==> src/verilog/pmseq_defines.svh <==
// constants for the power mode and boost sequencer
// Functional notes
// - alternate active powers reduced subsystem set
// - sleep exit waits 15 us then active
// - hibernate keeps config, memory, held outputs
// - hibernate exits only on pin interrupt; code also exits it on external reset pin low
// - any configured wake returns to active
// - wake interrupt sources individually enabled; code shares enable bit 3 between wake_irq[3] and the timer
// - periodic wake timer issues recurring interrupts
// - reset wakes: pin, watchdog, voltage reset
// - boost level 1.8 to 5.0 V, 100 mV
// - boost switches at fixed 400 kHz
// - boost has active and standby modes
// - boost active in active or alternate active
// - sleep standby boost needs periodic refresh
// - slow startup uses 12 MHz not 48
// - wake forces active and processor enable
// - sleep disables most resources regardless
`ifndef PMSEQ_DEFINES_SVH
`define PMSEQ_DEFINES_SVH
`define PMSEQ_CLK_MHZ 200
`define PMSEQ_SLEEP_RESUME_NS 15000
`define PMSEQ_SLEEP_RESUME_CYC (`PMSEQ_SLEEP_RESUME_NS*`PMSEQ_CLK_MHZ/1000)
`define PMSEQ_HIB_RESUME_NS 100000
`define PMSEQ_HIB_RESUME_CYC 19000
`define PMSEQ_BOOST_HZ 400000
`define PMSEQ_BOOST_DIV (`PMSEQ_CLK_MHZ*1000000/`PMSEQ_BOOST_HZ)
`define PMSEQ_ENTRY_CYC 4
`define PMSEQ_VSEL_MAX 8'h20
`define PMSEQ_ADDR_CTRL 8'h00
`define PMSEQ_ADDR_STAT 8'h04
`define PMSEQ_ADDR_WAKEEN 8'h08
`define PMSEQ_ADDR_TPL 8'h0c
`define PMSEQ_ADDR_ALT 8'h10
`define PMSEQ_ADDR_BOOST 8'h14
`define PMSEQ_ADDR_TIMER 8'h18
`define PMSEQ_ADDR_IRQST 8'h1c
`define PMSEQ_ADDR_IRQMSK 8'h20
`define PMSEQ_TPL_RST 8'hff
`define PMSEQ_W_PIN 0
`define PMSEQ_W_TIMER 3
`define PMSEQ_SLEEP_KEEP 8'h03
`endif

==> src/verilog/pmseq_pkg.sv <==
// types for the power mode and boost sequencer
package pmseq_pkg;
  typedef enum logic [2:0] {
    ST_ACTIVE = 3'b000,
    ST_ALT = 3'b001,
    ST_ENTER_SLEEP = 3'b010,
    ST_SLEEP = 3'b011,
    ST_ENTER_HIB = 3'b100,
    ST_HIB = 3'b101,
    ST_RESUME = 3'b110
  } pmseq_state_type;
  typedef enum logic [1:0] {
    MD_ACTIVE = 2'b00,
    MD_ALT = 2'b01,
    MD_SLEEP = 2'b10,
    MD_HIB = 2'b11
  } pmseq_mode_type;
  typedef struct packed {
    logic boost_active;
    logic boost_clk;
    logic [5:0] boost_vsel;
  } pmseq_boost_type;
endpackage

==> src/verilog/pmseq_top.sv <==
// power mode sequencer with boost control and register port
`timescale 1ns/1ps
`include "pmseq_defines.svh"
module pmseq_top (
  // clock and reset
  input wire logic sys_clk,
  input wire logic srst,
  // register port
  input wire logic [7:0] reg_addr,
  input wire logic [31:0] reg_wdata,
  input wire logic reg_wr,
  input wire logic reg_rd,
  output logic [31:0] reg_rdata,
  // wake sources: 0 pin, 1 comparator, 2 logic, 3 supervisor
  input wire logic [3:0] wake_irq,
  input wire logic external_reset_pin,
  input wire logic watchdog_timeout,
  input wire logic precise_voltage_reset,
  // pin hold and startup clock
  input wire logic [7:0] gpio_out_in,
  output logic [7:0] gpio_out_pins,
  input wire logic fast_startup,
  output logic startup_clk_48m,
  // power outputs
  output logic [7:0] subsys_pwr,
  output logic cpu_en,
  output pmseq_pkg::pmseq_mode_type mode_out,
  output pmseq_pkg::pmseq_boost_type boosted_supply_output,
  output logic irq
);
  // decode helper used by both write and read paths
  function automatic logic hit(input logic [7:0] a, input logic [7:0] o);
    hit = (a == o);
  endfunction

  pmseq_pkg::pmseq_state_type state_ff, nxt_state;
  logic [1:0] req_mode_ff; // requested mode, write pulses the request
  logic req_go_ff; // request pending
  logic [3:0] wake_en_ff; // wake interrupt enables
  logic [7:0] tpl_ff; // active template
  logic [7:0] alt_ff; // alternate active template
  logic [5:0] vsel_ff; // boost level, 0 = 1.8 V
  logic boost_sleep_stby_ff; // boost standby wanted in sleep
  logic [31:0] timer_per_ff; // wake timer period
  logic [31:0] timer_cnt_ff;
  logic [3:0] irq_st_ff; // 0 wake, 1 timer, 2 reset, 3 mode done
  logic [3:0] irq_msk_ff;
  logic cpu_off_ff; // firmware cpu disable
  logic [7:0] hold_ff; // held gpio values
  logic pend_ff; // wake held during transition
  logic [15:0] dly_ff; // transition delay counter
  logic [7:0] bdiv_ff; // boost oscillator divider
  logic bclk_ff;
  logic [31:0] rdata_ff;
  logic [7:0] gpio_ff;
  logic from_hib_ff; // resume began in hibernate

  // wake classification
  wire timer_tick = (timer_per_ff != 32'h0) &&
                    (timer_cnt_ff == timer_per_ff - 32'h1);
  wire [3:0] wake_vec = {wake_irq[3:1], wake_irq[0]};
  wire irq_wake = |(wake_vec & wake_en_ff) |
                  (timer_tick & wake_en_ff[`PMSEQ_W_TIMER]);
  wire rst_wake = ~external_reset_pin | watchdog_timeout |
                  precise_voltage_reset;
  wire pin_wake = (wake_irq[`PMSEQ_W_PIN] & wake_en_ff[`PMSEQ_W_PIN]) |
                  ~external_reset_pin;
  wire any_wake = irq_wake | rst_wake;
  wire do_wake = (state_ff == pmseq_pkg::ST_SLEEP && (any_wake | pend_ff)) ||
                 (state_ff == pmseq_pkg::ST_HIB && (pin_wake | pend_ff));
  // refresh wake for a standby boost in sleep comes from the timer
  wire boost_refresh = (state_ff == pmseq_pkg::ST_SLEEP) &&
                       boost_sleep_stby_ff && timer_tick;
  wire dly_done = (dly_ff == 16'h0);
  wire wr_ctrl = reg_wr && hit(reg_addr, `PMSEQ_ADDR_CTRL);

  // next state
  always_comb begin
    nxt_state = state_ff;
    unique case (state_ff)
      pmseq_pkg::ST_ACTIVE, pmseq_pkg::ST_ALT: begin
        if (req_go_ff) begin
          unique case (req_mode_ff)
            2'b00: nxt_state = pmseq_pkg::ST_ACTIVE;
            2'b01: nxt_state = pmseq_pkg::ST_ALT;
            2'b10: nxt_state = pmseq_pkg::ST_ENTER_SLEEP;
            2'b11: nxt_state = pmseq_pkg::ST_ENTER_HIB;
          endcase
        end
      end
      pmseq_pkg::ST_ENTER_SLEEP: if (dly_done) begin
        nxt_state = pmseq_pkg::ST_SLEEP;
      end
      pmseq_pkg::ST_ENTER_HIB: if (dly_done) begin
        nxt_state = pmseq_pkg::ST_HIB;
      end
      pmseq_pkg::ST_SLEEP, pmseq_pkg::ST_HIB: if (do_wake | boost_refresh) begin
        nxt_state = pmseq_pkg::ST_RESUME;
      end
      pmseq_pkg::ST_RESUME: if (dly_done) begin
        nxt_state = pmseq_pkg::ST_ACTIVE;
      end
      default: nxt_state = pmseq_pkg::ST_ACTIVE;
    endcase
  end

  // state and delay counter
  always_ff @(posedge sys_clk) begin
    if (srst) begin
      state_ff <= pmseq_pkg::ST_ACTIVE;
      dly_ff <= 16'h0;
      from_hib_ff <= 1'b0;
    end else begin
      state_ff <= nxt_state;
      if (nxt_state != state_ff) begin
        // load the delay for the state being entered
        if (nxt_state == pmseq_pkg::ST_RESUME) begin
          from_hib_ff <= (state_ff == pmseq_pkg::ST_HIB);
          dly_ff <= (state_ff == pmseq_pkg::ST_HIB) ?
                    16'(`PMSEQ_HIB_RESUME_CYC - 1) :
                    16'(`PMSEQ_SLEEP_RESUME_CYC - 1);
        end else begin
          dly_ff <= 16'(`PMSEQ_ENTRY_CYC - 1);
        end
      end else if (!dly_done) begin
        dly_ff <= dly_ff - 16'h1;
      end
    end
  end

  // wake arriving mid-transition is held
  always_ff @(posedge sys_clk) begin
    if (srst) begin
      pend_ff <= 1'b0;
    end else if ((state_ff == pmseq_pkg::ST_ENTER_SLEEP && any_wake) ||
                 (state_ff == pmseq_pkg::ST_ENTER_HIB && pin_wake)) begin
      // hibernate entry keeps only pin wakes pending
      pend_ff <= 1'b1;
    end else if (state_ff == pmseq_pkg::ST_RESUME) begin
      pend_ff <= 1'b0;
    end
  end

  // control registers
  always_ff @(posedge sys_clk) begin
    if (srst) begin
      req_mode_ff <= 2'b00;
      req_go_ff <= 1'b0;
      wake_en_ff <= 4'h0;
      tpl_ff <= `PMSEQ_TPL_RST;
      alt_ff <= 8'h0;
      vsel_ff <= 6'h0;
      boost_sleep_stby_ff <= 1'b0;
      timer_per_ff <= 32'h0;
      irq_msk_ff <= 4'h0;
      cpu_off_ff <= 1'b0;
    end else begin
      req_go_ff <= wr_ctrl;
      if (wr_ctrl) begin
        req_mode_ff <= reg_wdata[1:0];
        cpu_off_ff <= reg_wdata[2];
      end else if (state_ff == pmseq_pkg::ST_RESUME) begin
        cpu_off_ff <= 1'b0;
      end
      if (reg_wr && hit(reg_addr, `PMSEQ_ADDR_WAKEEN)) begin
        wake_en_ff <= reg_wdata[3:0];
      end
      if (reg_wr && hit(reg_addr, `PMSEQ_ADDR_TPL)) begin
        tpl_ff <= reg_wdata[7:0];
      end
      if (reg_wr && hit(reg_addr, `PMSEQ_ADDR_ALT)) begin
        alt_ff <= reg_wdata[7:0];
      end
      if (reg_wr && hit(reg_addr, `PMSEQ_ADDR_BOOST)) begin
        // clamp to 5.0 V, step 100 mV from 1.8 V
        vsel_ff <= (reg_wdata[7:0] > `PMSEQ_VSEL_MAX) ?
                   6'(`PMSEQ_VSEL_MAX) : reg_wdata[5:0];
        boost_sleep_stby_ff <= reg_wdata[8];
      end
      if (reg_wr && hit(reg_addr, `PMSEQ_ADDR_TIMER)) begin
        timer_per_ff <= reg_wdata;
      end
      if (reg_wr && hit(reg_addr, `PMSEQ_ADDR_IRQMSK)) begin
        irq_msk_ff <= reg_wdata[3:0];
      end
    end
  end

  // periodic wake timer runs in every mode except hibernate
  always_ff @(posedge sys_clk) begin
    if (srst || timer_tick || state_ff == pmseq_pkg::ST_HIB) begin
      timer_cnt_ff <= 32'h0;
    end else if (timer_per_ff != 32'h0) begin
      timer_cnt_ff <= timer_cnt_ff + 32'h1;
    end
  end

  // sticky status, set wins over write-one clear
  wire [3:0] irq_set = {state_ff == pmseq_pkg::ST_RESUME && dly_done,
                        rst_wake && do_wake, timer_tick,
                        irq_wake && do_wake};
  wire [3:0] irq_clr = (reg_wr && hit(reg_addr, `PMSEQ_ADDR_IRQST)) ?
                       reg_wdata[3:0] : 4'h0;
  always_ff @(posedge sys_clk) begin
    if (srst) begin
      irq_st_ff <= 4'h0;
    end else begin
      irq_st_ff <= (irq_st_ff & ~irq_clr) | irq_set;
    end
  end
  assign irq = |(irq_st_ff & irq_msk_ff);

  // gpio hold, captured on hibernate entry and kept while down
  wire hib_hold = (state_ff == pmseq_pkg::ST_ENTER_HIB) ||
                  (state_ff == pmseq_pkg::ST_HIB);
  always_ff @(posedge sys_clk) begin
    if (srst) begin
      hold_ff <= 8'h0;
      gpio_ff <= 8'h0;
    end else begin
      if (!hib_hold) begin
        hold_ff <= gpio_out_in;
      end
      gpio_ff <= hib_hold ? hold_ff : gpio_out_in;
    end
  end
  assign gpio_out_pins = gpio_ff;

  // boost oscillator, fixed rate from the system clock
  always_ff @(posedge sys_clk) begin
    if (srst) begin
      bdiv_ff <= 8'h0;
      bclk_ff <= 1'b0;
    end else if (bdiv_ff == 8'(`PMSEQ_BOOST_DIV / 2 - 1)) begin
      bdiv_ff <= 8'h0;
      bclk_ff <= ~bclk_ff;
    end else begin
      bdiv_ff <= bdiv_ff + 8'h1;
    end
  end

  // boost mode follows chip mode
  wire boost_stby = (state_ff == pmseq_pkg::ST_SLEEP &&
                     boost_sleep_stby_ff) ||
                    state_ff == pmseq_pkg::ST_HIB;
  assign boosted_supply_output = '{boost_active: ~boost_stby,
                                   boost_clk: bclk_ff & ~boost_stby,
                                   boost_vsel: vsel_ff};

  // subsystem power and mode outputs
  wire low = (state_ff == pmseq_pkg::ST_SLEEP) ||
             (state_ff == pmseq_pkg::ST_HIB) ||
             (state_ff == pmseq_pkg::ST_RESUME);
  assign subsys_pwr = (state_ff == pmseq_pkg::ST_SLEEP) ?
                      `PMSEQ_SLEEP_KEEP :
                      (state_ff == pmseq_pkg::ST_HIB) ? 8'h0 :
                      (state_ff == pmseq_pkg::ST_ALT) ? alt_ff :
                      tpl_ff;
  assign cpu_en = ~low && state_ff != pmseq_pkg::ST_ALT && ~cpu_off_ff;
  assign mode_out = (state_ff == pmseq_pkg::ST_ALT) ? pmseq_pkg::MD_ALT :
                    // resume still reports the low mode being left
                    (state_ff == pmseq_pkg::ST_RESUME) ?
                    (from_hib_ff ? pmseq_pkg::MD_HIB : pmseq_pkg::MD_SLEEP) :
                    (state_ff == pmseq_pkg::ST_SLEEP ||
                     state_ff == pmseq_pkg::ST_ENTER_SLEEP) ?
                    pmseq_pkg::MD_SLEEP :
                    (hib_hold) ? pmseq_pkg::MD_HIB : pmseq_pkg::MD_ACTIVE;
  assign startup_clk_48m = fast_startup;

  // read path, data one cycle after the strobe
  wire [31:0] rmux =
    hit(reg_addr, `PMSEQ_ADDR_CTRL) ? {29'h0, cpu_off_ff, req_mode_ff} :
    hit(reg_addr, `PMSEQ_ADDR_STAT) ? {29'h0, state_ff} :
    hit(reg_addr, `PMSEQ_ADDR_WAKEEN) ? {28'h0, wake_en_ff} :
    hit(reg_addr, `PMSEQ_ADDR_TPL) ? {24'h0, tpl_ff} :
    hit(reg_addr, `PMSEQ_ADDR_ALT) ? {24'h0, alt_ff} :
    hit(reg_addr, `PMSEQ_ADDR_BOOST) ?
      {23'h0, boost_sleep_stby_ff, 2'h0, vsel_ff} :
    hit(reg_addr, `PMSEQ_ADDR_TIMER) ? timer_per_ff :
    hit(reg_addr, `PMSEQ_ADDR_IRQST) ? {28'h0, irq_st_ff} :
    hit(reg_addr, `PMSEQ_ADDR_IRQMSK) ? {28'h0, irq_msk_ff} : 32'h0;
  always_ff @(posedge sys_clk) begin
    if (srst) begin
      rdata_ff <= 32'h0;
    end else begin
      rdata_ff <= reg_rd ? rmux : 32'h0;
    end
  end
  assign reg_rdata = rdata_ff;

  // checks
  property p_sleep_resume;
    @(posedge sys_clk) disable iff (srst)
    (state_ff == pmseq_pkg::ST_SLEEP && nxt_state == pmseq_pkg::ST_RESUME)
    |=> (state_ff == pmseq_pkg::ST_RESUME) [*8];
  endproperty
  a_sleep_resume: assert property (p_sleep_resume)
    else $error("sleep resume left early");
  property p_hib_pin_only;
    @(posedge sys_clk) disable iff (srst)
    (state_ff == pmseq_pkg::ST_HIB && !pin_wake && !pend_ff)
    |=> state_ff == pmseq_pkg::ST_HIB;
  endproperty
  a_hib_pin_only: assert property (p_hib_pin_only)
    else $error("hibernate left without pin wake");
  property p_boost_active;
    @(posedge sys_clk) disable iff (srst)
    (mode_out == pmseq_pkg::MD_ACTIVE || mode_out == pmseq_pkg::MD_ALT)
    |-> boosted_supply_output.boost_active;
  endproperty
  a_boost_active: assert property (p_boost_active)
    else $error("boost not active in active mode");
  property p_hold;
    @(posedge sys_clk) disable iff (srst)
    (state_ff == pmseq_pkg::ST_HIB && $past(state_ff) == pmseq_pkg::ST_HIB)
    |-> $stable(gpio_out_pins);
  endproperty
  a_hold: assert property (p_hold)
    else $error("gpio changed in hibernate");
  // cycles since a sleep wake, cleared once the cpu runs again
  logic [11:0] wake_age_ff;
  always_ff @(posedge sys_clk) begin
    if (srst) begin
      wake_age_ff <= 12'h0;
    end else if (wake_age_ff != 12'h0) begin
      wake_age_ff <= (state_ff == pmseq_pkg::ST_ACTIVE && cpu_en) ?
                     12'h0 : wake_age_ff + 12'h1;
    end else if (state_ff == pmseq_pkg::ST_SLEEP && any_wake) begin
      wake_age_ff <= 12'h1;
    end
  end
  property p_wake_active;
    @(posedge sys_clk) disable iff (srst)
    wake_age_ff <= 12'(`PMSEQ_SLEEP_RESUME_CYC + 5);
  endproperty
  a_wake_active: assert property (p_wake_active)
    else $error("wake did not reach active");
  property p_pending;
    @(posedge sys_clk) disable iff (srst)
    (state_ff == pmseq_pkg::ST_ENTER_SLEEP && any_wake) |=> pend_ff;
  endproperty
  a_pending: assert property (p_pending)
    else $error("wake lost during entry");
  property p_sleep_pwr;
    @(posedge sys_clk) disable iff (srst)
    state_ff == pmseq_pkg::ST_SLEEP |-> subsys_pwr == `PMSEQ_SLEEP_KEEP;
  endproperty
  a_sleep_pwr: assert property (p_sleep_pwr)
    else $error("sleep resources not forced off");
  property p_vsel;
    @(posedge sys_clk) disable iff (srst)
    boosted_supply_output.boost_vsel <= 6'(`PMSEQ_VSEL_MAX);
  endproperty
  a_vsel: assert property (p_vsel)
    else $error("boost level above range");
  property p_alt;
    @(posedge sys_clk) disable iff (srst)
    state_ff == pmseq_pkg::ST_ALT |-> (subsys_pwr == alt_ff && !cpu_en);
  endproperty
  a_alt: assert property (p_alt)
    else $error("alternate active powers wrong set");
endmodule
==> config.mk <==
export PLATFORM = sky130hd
export DESIGN_NAME = pmseq_top
export DESIGN_NICKNAME = d
export VERILOG_FILES = /design/src/verilog/pmseq_pkg.sv /design/src/verilog/pmseq_top.sv
export VERILOG_INCLUDE_DIRS = /design/src /design/src/verilog
export SDC_FILE = /design/constraint.sdc
export NUM_CORES = 1
export LEC_CHECK = 0
export BUFFER_PORTS_ARGS = -buffer_cell sky130_fd_sc_hd__buf_2
export CORE_MARGIN = 8
export CORE_UTILIZATION = 42
export CTS_CLUSTER_DIAMETER = 100
export CTS_CLUSTER_SIZE = 8
export DETAILED_ROUTE_END_ITERATION = 12
export GPL_ROUTABILITY_DRIVEN = 1
export PLACE_DENSITY_LB_ADDON = 0.1
export SLEW_MARGIN = 40
export SYNTH_ARGS = -nofsm -noshare
export SYNTH_HDL_FRONTEND = slang
export SYNTH_SLANG_ARGS = --single-unit
==> constraint.sdc <==
create_clock -name sys_clk -period 5.44 [get_ports sys_clk]
set_input_delay 0.544 -clock sys_clk [delete_from_list [all_inputs] [get_ports sys_clk]]
set_output_delay 0.544 -clock sys_clk [all_outputs]
set_load 0.05 [all_outputs]
==> results of run 1 <==
-- area by class of cell --
type | instances | area [µm²] | area share
clock inverter | 15 | 159 | 0.0161
antenna | 1 | 2.50 | 0.000254
inverter | 19 | 71.3 | 0.00723
sequential | 173 | 3460 | 0.351
timing repair buffer | 125 | 643 | 0.0652
multi-input combinational | 804 | 4760 | 0.483
clock buffer | 17 | 425 | 0.0431
tap | 270 | 338 | 0.0343
-- power by group --
part	switching, W	internal, W
sequential	0.0000644	0.00133
clock	0.000537	0.000685
combinational	0.000350	0.000220
-- sequential cells by signal (all words and copies together), names as in the netlist, 2 cells and up --
name and cells:
dly_ff 16, vsel_ff 6, req_mode_ff 2, irq_msk_ff 4, irq_st_ff 4, timer_cnt_ff 32, timer_per_ff 32, reg_rdata 32
alt_ff 8, bdiv_ff 8, tpl_ff 8, gpio_out_pins 8, wake_en_ff 4, state_ff 3
-- per-stage QoR --
| stage | hold WS (ns) | std cells | total power (W) | instance area (µm²) |
|---|---|---|---|---|
| 6_report | 0.338 | 1424 | 0.00318 | 9860 |
| 3_5_place_dp | 0.462 | 1391 | 0.00198 | 9280 |
| 2_1_floorplan | 0.433 | 1062 | 0.00185 | 8550 |
| 3_3_place_gp | 0.453 | 1391 | 0.00199 | 9270 |
| 4_1_cts | 0.327 | 1423 | 0.00321 | 9860 |
| 5_1_grt | 0.336 | 1423 | 0.00335 | 9860 |
-- final timing paths --
check             startpoint               end  depth (start not counted)
max          timer_per_ff[2]         dly_ff[8]                          9
min           gpio_out_in[1]  gpio_out_pins[1]                          3
max reg2reg  timer_per_ff[2]         dly_ff[8]                          9
min reg2reg       bdiv_ff[0]        bdiv_ff[0]                          1
-- Yosys cell counts, drive strengths merged, types with 7 or more instances --
cell type,number
a31oi,9
a22oi,17
dfxtp,173
buf,7
nor2,124
and2,29
xnor2,49
nand3b,12
mux2i,20
nor3,36
and3,10
a21oi,79
nand3,49
xor2,40
nor4,21
nand2,162
o21ai,22
inv,18
clkbuf,59
or4,7
or3,13
nand4,10
ha,8
-- logic make-up after synthesis --
logic type	count (synthesis)
simple gates	497
flops	173
fa+ha+maj	8
mux	22
buf+inv	85
xor+xnor	89
compound gates	188
-- layer usage --
| metal | GRT usage | wire, µm | vias up |
|---|---|---|---|
| met5 | 0 | 0 | - |
| met4 | 0.0642 | 324 | 0 |
| met3 | 0.0369 | 1270 | 21 |
| met2 | 0.304 | 10800 | 206 |
| met1 | 0.272 | 11900 | 3546 |
| li1 | - | - | 3849 |
-- worst max-delay path, cell delays in order (launching register included) --
cell       delay, ns
dfxtp_1         0.42
nor4_2          0.46
nand3_1         0.51
and2_1          0.32
a2111oi_0       0.55
nand4_1         0.27
nor4_4          0.41
o211ai_1        0.18
a221o_1         0.50
o32ai_1         0.25
==> qor.csv, run 1 <==
metric,value,unit
synthAdderAreaFrac,0.0117,
yosysWarningCount,0,
synth_compound_area_frac,0.142,
cts_setup_buffers,0,
h-tree-depth,4,
num_rows,52,
synth-edff-count,0,
drt_iter0_markers,509,
clock-root-buffer,clkbuf_16,
die_height,159,µm
dieArea,25200,µm²
regToRegSetupSlack,1.49,ns
fmax,253,MHz
p_leak,3.93,nW
synthCells,1062,
synth_area_leaders,"dfxtp_1 41%, nand2_1 7.1%, nor2_1 5.4%, xnor2_1 5.0%, a21oi_1 4.6%",
synth.area.mux_share,0.0260,
hold_viol,0,
num_io_pins,121,
crit_type,flop to flop,
synth_top_family_by_area,simple AND/OR/NAND/NOR gates,
synth.largest_area_cell,dfxtp_1,
grt_setup_unrepaired,no,
holdBufCountCts,0,
wl_per_cell,17.0,µm
netlist_area,8550,µm²
setup_violations,0,
core-area,20100,µm²
clk_path_buf_depth,2,
synth-xor-area-share,0.0912,
setup.worst_path.start_class,flop,
dpl.hpwl,17800,µm
cts_made_buffers,17,
cts_resized,0,
yosys_register_bits,173,
port_buffers,118,
ant_nets,0,
wl,24300,µm
antenna_found_initial,0,
mostFrequentLayoutCell,dfxtp_1,
finClkSkew,0.0119,ns
drv_cap,0,
synth_simple_gate_area_frac,0.285,
groute.usage.overall,0.197,
via_per_inst,5.35,
end_kind,flop,
drive_gt1_frac,0.159,
synth_cell_types,68,
postSynthAreaPerCell,8.05,µm²
setup_tns,0,ns
synth.top_cell.area_share,0.405,
slew_headroom,0.439,
gr-total-overflow,0,
async_flop_share,0,
die_w,159,µm
worst_pin_slew,0.837,ns
hold_class,input pin to flop,
n_fill_cell,2000,
synthToLayoutAreaGrowth,15.3,%
worst_slack,1.49,ns
status,"finished, final reports clean",
synth_ff_type,dfxtp_1,
clkSinkCount,173,
grt_pass1_vias,7244,
final_util,0.491,
grt_pass1_wl,39200,µm
start_util,0.425,
place.gp.congestion,0.888,
dr.pass1.iters,5,
num_vias,7622,
final_cell_mix,"173 x dfxtp_1, 162 x nand2_1, 124 x nor2_1, 118 x buf_2, 79 x a21oi_1",
ir_worst_vdd,0.180,mV
pre_cts_ws,1.57,ns
layout_min_cycle_time,3.95,ns
cts.reportedPaths.clkPinSlew,0.07,ns
seq_area_frac_synth,0.405,
grt_max_degree,49,
clock_latency,0.43,ns
finalMaxSlewViolations,0,
drc,0,
cp_max_fo,13,
syn_nets,1130,
cts_tree,yes,
nets,1208,
critPathArrivalTime,4.29,ns
critPathRequiredTime,5.78,ns
power.density,323,nW/µm²
fin_crit_sh,0.726,
Power figures use the tool's default switching activity.
==> inputs of run 2 (changes only) <==
--- a/config.mk
+++ b/config.mk
@@ -6,6 +6,7 @@
 export SDC_FILE = /design/constraint.sdc
 export NUM_CORES = 1
 export LEC_CHECK = 0
+export ABC_AREA = 1
 export BUFFER_PORTS_ARGS = -buffer_cell sky130_fd_sc_hd__buf_2
 export CORE_MARGIN = 8
 export CORE_UTILIZATION = 42
==> constraint.sdc (replaced) <==
create_clock -name sys_clk -period 3.63 [get_ports sys_clk]
set_input_delay 0.363 -clock sys_clk [delete_from_list [all_inputs] [get_ports sys_clk]]
set_output_delay 0.363 -clock sys_clk [all_outputs]
set_load 0.05 [all_outputs]
==> run 2 against run 1 <==
First-iteration DRC count grew 38%. Wire length grew 15%. Synthesized cell count grew 26%. Via count grew 19%. Largest cell class unchanged. Maximum frequency grew 22%. Critical path type unchanged. Total power grew 59%. Sequential power grew 46%. Worst hold slack lost 0.18 ns. Sequential share of layout area shrank 2.5 points. Highest routed layer unchanged.
==> qor.csv, run 2 <==
metric,value,unit
yosys_register_bits,173,
finalMaxSlewViolations,0,
cts_tree,yes,
die_height,163,µm
synth_area_leaders,"dfxtp_1 38%, nand2_1 11%, nor2_1 8.5%, inv_1 6.2%, a21oi_1 5.5%",
cts_made_buffers,17,
critPathRequiredTime,3.93,ns
regToRegSetupSlack,0.39,ns
layout_min_cycle_time,3.24,ns
place_inst,1720,
n_fill_cell,2153,
hold_class,input pin to flop,
p_leak,4.77,nW
regToRegEndpoint,dly_ff[11],
p_clk_frac,0.373,
place.gp.congestion,0.960,
synth-edff-count,0,
num_vias,9041,
antenna_found_initial,0,
clock_latency,0.44,ns
drt_iter0_markers,704,
mostFrequentLayoutCell,nand2_1,
drv_cap,0,
power.switching,0.00167,W
yosysWarningCount,0,
async_flop_share,0,
fin_hold_ws,0.156,ns
port_buffers,118,
synthCells,1340,
r2r-start,timer_per_ff[1],
clkSinkCount,173,
final_util,0.503,
nets,1532,
fmax,309,MHz
gr-total-overflow,0,
seq_power_share,0.402,
num_io_pins,121,
grt_max_degree,76,
clock-root-buffer,clkbuf_16,
finClkSkew,0.0127,ns
end_kind,flop,
n_antenna_cell,0,
slew_headroom,0.531,
grt_pass1_vias,8662,
fin_crit_sh,0.892,
num_rows,53,
cts.reportedPaths.clkPinSlew,0.07,ns
setup_violations,0,
grt_pass1_wl,45000,µm
min_from,gpio_out_in[6],
clk_path_buf_depth,2,
synth.top_cell.area_share,0.382,
syn_nets,1408,
holdPathStages,3,
critPathArrivalTime,3.54,ns
cp_max_fo,11,
status,"finished, final reports clean",
seq_area_frac_synth,0.382,
crit_type,flop to flop,
synth_most_common_cell,nand2_1,
synth_ff_type,dfxtp_1,
via_per_inst,5.16,
synthTopCellsByCount,"276 x nand2_1, 205 x nor2_1, 173 x dfxtp_1, 151 x inv_1, 100 x a21oi_1",
dpl.hpwl,22000,µm
synthToLayoutAreaGrowth,16.9,%
power.density,477,nW/µm²
netlist_area,9070,µm²
synth.largest_area_cell,dfxtp_1,
core-area,21100,µm²
netSwitchingFraction,0.329,
holdBufCountCts,0,
groute.usage.overall,0.211,
synth_cell_types,48,
worst_pin_slew,0.704,ns
whs_endpoint,gpio_out_pins[6],
grt_setup_unrepaired,no,
ant_nets,0,
power_frac_comb,0.226,
drive_gt1_frac,0.146,
r2r_cells,25,
h-tree-depth,4,
hold_viol,0,
die_w,163,µm
postSynthAreaPerCell,6.77,µm²
dr.pass1.iters,5,
final_cell_mix,"275 x nand2_1, 204 x nor2_1, 173 x dfxtp_1, 149 x inv_1, 118 x buf_2",
dieArea,26600,µm²
instances_no_fill,1751,
wl,28000,µm
intPower,0.00340,W
setup.worst_path.start_class,flop,
wl_per_cell,16.0,µm
ir_worst_vdd,0.316,mV
start_util,0.430,
power,0.00506,W
drc,0,
setup_tns,0,ns
run 2: cell count changes in the layout (fill, tap and decap cells not counted), sizes merged, moves of 16 or more:
cell and delta:
nand4 +18, nand3 +31, mux2i -20, and2 -29, nand2 +127, inv +137
a22oi -16, o21ai +80, nor2 +97, xnor2 -37, a21oi +21
run 2: how the worst max path moves through the flow:
stage | startpoint | to | slack, ns | cells past startpoint
6_report | timer_per_ff[1] | dly_ff[11] | 0.39 | 25
5_1_grt | timer_per_ff[7] | timer_cnt_ff[25] | 0.03 | 20
4_1_cts | timer_per_ff[0] | dly_ff[9] | 0.24 | 23
3_5_place_dp | timer_per_ff[0] | dly_ff[9] | 0.25 | 23
3_3_place_gp | timer_per_ff[0] | dly_ff[11] | 0.32 | 23
2_1_floorplan | timer_per_ff[0] | dly_ff[11] | 0.93 | 27
run 2: metal layers:
metal  vias to the layer above  part of all wire  global-route usage  wire length, µm
met3                        26             0.064              0.0495             1790
li1                       4640                 -                   -                -
met5                         -                 0                   0                0
met2                       261              0.47               0.345            13000
met1                      4114              0.46               0.276            12800
met4                         0             0.014              0.0521              397
run 2: stage by stage:
stage               setup WS (ns)  cell area [µm²]
floorplan                   0.933             9070
global placement            0.324            10000
detailed placement          0.253            10000
CTS                         0.244            10600
global route               0.0346            10600
finish                      0.393            10600
run 2: what timing repair did:
item / CTS / global route
buffers inserted: 0 / 0
endpoints found under the setup margin: 0 / 12
gates resized for setup: 0 / 5
run 2: cell families (layout without fill, tap and decap cells):
kind of cell               after synthesis  after routing  synth area share
AOI/OAI and AO/OA                      236            236             0.141
DFF                                    173            173             0.382
adders and majority gates                8              8            0.0110
xor gates and xnor gates                49             49            0.0488
and+or+nand+nor                        685            685             0.338
buffers and inverters                  189            325            0.0800
run 2: critical path, stage by stage, from the launching register on:
cell     delay (ns)
dfxtp_1        0.32
inv_1          0.13
ha_2           0.26
nand3_1        0.17
inv_2          0.09
nand2_1        0.13
nor2_2         0.15
nand2_1        0.09
nand3_1        0.11
nand2_1        0.06
nor2_1         0.11
nand2_1        0.07
nor2_2         0.15
nand3_1        0.11
nand4_1        0.11
nand2_2        0.08
nand4_1        0.08
nand2_1        0.09
nand2_1        0.09
nand2_1        0.09
nand2_4        0.15
nand3_4        0.18
nand2_2        0.15
nand2_1        0.06
nand2_1        0.05
nor2_1         0.04
run 2: cell type report:
cell class | instances | area, µm² | share of cell area
multi-input combinational | 978 | 4900 | 0.462
tap | 275 | 344 | 0.0324
timing repair buffer | 132 | 696 | 0.0656
inverter | 162 | 608 | 0.0573
clock buffer | 18 | 439 | 0.0414
sequential | 173 | 3460 | 0.327
clock inverter | 13 | 153 | 0.0144
run 2: power groups by stage:
stage	clock [W]	combinational, W	sequential (W)
finish	0.00189	0.00114	0.00203
global route	0.00200	0.00128	0.00204
CTS	0.00192	0.00113	0.00203
detailed placement	0	0.00113	0.00208
global placement	0	0.00114	0.00208
floorplan	0	0.000842	0.00210
==> inputs of run 3 (changes only) <==
--- a/config.mk
+++ b/config.mk
@@ -6,7 +6,6 @@
 export SDC_FILE = /design/constraint.sdc
 export NUM_CORES = 1
 export LEC_CHECK = 0
-export ABC_AREA = 1
 export BUFFER_PORTS_ARGS = -buffer_cell sky130_fd_sc_hd__buf_2
 export CORE_MARGIN = 8
 export CORE_UTILIZATION = 42
==> run 3 against run 2 <==
Utilization is 0.25 points higher. Non-clock buffer count is 26 higher. Die area is 5.2% lower. Maximum frequency is 7.3% lower. Count of clock-buffer cells in the layout stayed put. Global-route usage is 0.65 points lower. Critical path type unchanged. Critical endpoint is now from_hib_ff. Largest cell class unchanged.
==> qor.csv, run 3 (synthesis results as in run 1) <==
metric,value,unit
cts_made_buffers,17,
place.gp.congestion,0.870,
die_height,159,µm
path_common_cell,buf_4,
slowest_stage,or4_1,
crit_family,simple AND/OR/NAND/NOR gates,
cts.reportedPaths.clkPinSlew,0.07,ns
critPathRequiredTime,3.94,ns
crit_chain,buf_4 -> or4_1 -> or3_4 -> a21oi_2 -> o22ai_1 -> or4_4 -> nor4_4 -> o21ai_1 -> a221o_2 -> buf_4 -> mux2i_1,
cpPeakStageDelay,0.54,ns
fmax,286,MHz
dpl.hpwl,18800,µm
die_w,159,µm
end_kind,flop,
fin_crit_sh,0.962,
cp_max_fo,6,
wl,25300,µm
port_buffers,118,
p_leak,4.10,nW
critPathArrivalTime,3.80,ns
cts_tree,yes,
gr-total-overflow,0,
cp.buffers_inverters,2,
drc,0,
nets,1241,
final_cell_mix,"173 x dfxtp_1, 162 x nand2_1, 124 x nor2_1, 118 x buf_2, 78 x a21oi_1",
ant_nets,0,
num_vias,7864,
via_per_inst,5.40,
grt_pass1_wl,40700,µm
finClkSkew,0.0236,ns
dieArea,25200,µm²
num_io_pins,121,
groute.usage.overall,0.205,
drt_iter0_markers,459,
final_util,0.505,
start_util,0.425,
h-tree-depth,4,
layout_min_cycle_time,3.49,ns
antenna_found_initial,0,
finalMaxSlewViolations,0,
crit_type,flop to flop,
dr.pass1.iters,5,
mostFrequentLayoutCell,dfxtp_1,
grt_pass1_vias,7537,
ir_worst_vdd,0.303,mV
drive_gt1_frac,0.189,
setup_tns,0,ns
holdBufCountCts,0,
grt_max_degree,60,
setup_violations,0,
synthToLayoutAreaGrowth,18.8,%
clk_path_buf_depth,2,
clock-root-buffer,clkbuf_16,
clock_latency,0.44,ns
core-area,20100,µm²
worst_pin_slew,0.738,ns
slew_headroom,0.504,
drv_cap,0,
power.density,474,nW/µm²
status,"finished, final reports clean",
place_inst,1421,
setup.worst_path.start_class,flop,
wl_per_cell,17.4,µm
hold_viol,0,
instances_no_fill,1456,
n_fill_cell,1979,
clkSinkCount,173,
hold_class,input pin to flop,
n_antenna_cell,0,
num_rows,52,
-- run 3: changes by cell type in the layout (fill, tap and decap cells not counted), moves of 29 or more --
cell | before | now
inv_1 | 149 | 18
and2_1 | 0 | 29
nand2_1 | 275 | 162
o21ai_0 | 94 | 19
xnor2_1 | 12 | 49
nor2_1 | 204 | 124
-- run 3: worst paths after layout --
| check | startpoint | endpoint | slack (ns) | cells past startpoint |
|---|---|---|---|---|
| worst max-delay path | timer_per_ff[0] | from_hib_ff | 0.14 | 11 |
| worst min-delay path | gpio_out_in[2] | gpio_out_pins[2] | 0.16 | 3 |
| worst max register to register | timer_per_ff[0] | from_hib_ff | 0.14 | 11 |
| worst min register to register | bdiv_ff[0] | bdiv_ff[0] | 0.46 | 1 |
-- run 3: metal layers --
layer | share of wire | GRT usage
met1 | 0.48 | 0.284
met2 | 0.45 | 0.313
met3 | 0.053 | 0.0391
met4 | 0.015 | 0.0647
met5 | 0 | 0
-- run 3: through the flow --
step	worst slack (ns)	hold WS, ns	power (W)	instance area [µm²]
6_report	0.138	0.158	0.00481	10200
5_1_grt	-0.0352	0.167	0.00506	10200
4_1_cts	0.0650	0.142	0.00485	10100
3_5_place_dp	0.00680	0.461	0.00300	9510
3_3_place_gp	0.174	0.448	0.00300	9510
2_1_floorplan	0.365	0.433	0.00277	8550
-- run 3: final cells by class --
class                      count  area (µm²)  share of cell area
clock inverter                14         156              0.0154
timing repair buffer         158         901              0.0887
clock buffer                  18         429              0.0422
tap                          270         338              0.0332
inverter                      19        71.3             0.00702
sequential                   173        3460               0.341
multi-input combinational    804        4800               0.473
-- run 3: worst min-delay path, cell delays in order --
cell and delay (ns):
buf_2 0.07, mux2i_1 0.05, nor2_1 0.08
-- run 3: power by group --
group / leakage [nW] / internal [W] / switching [W]
clock network: 0.274 / 0.00103 / 0.000819
logic: 2.43 / 0.000356 / 0.000534
registers: 1.40 / 0.00199 / 0.0000874
-- run 3: what timing repair did --
| item | 4_1_cts | 5_1_grt |
|---|---|---|
| setup endpoints to repair | 2 | 11 |
| resized for setup | 1 | 12 |
| pin swaps | 0 | 3 |
| buffers inserted | 0 | 3 |
| gates cloned | 0 | 0 |
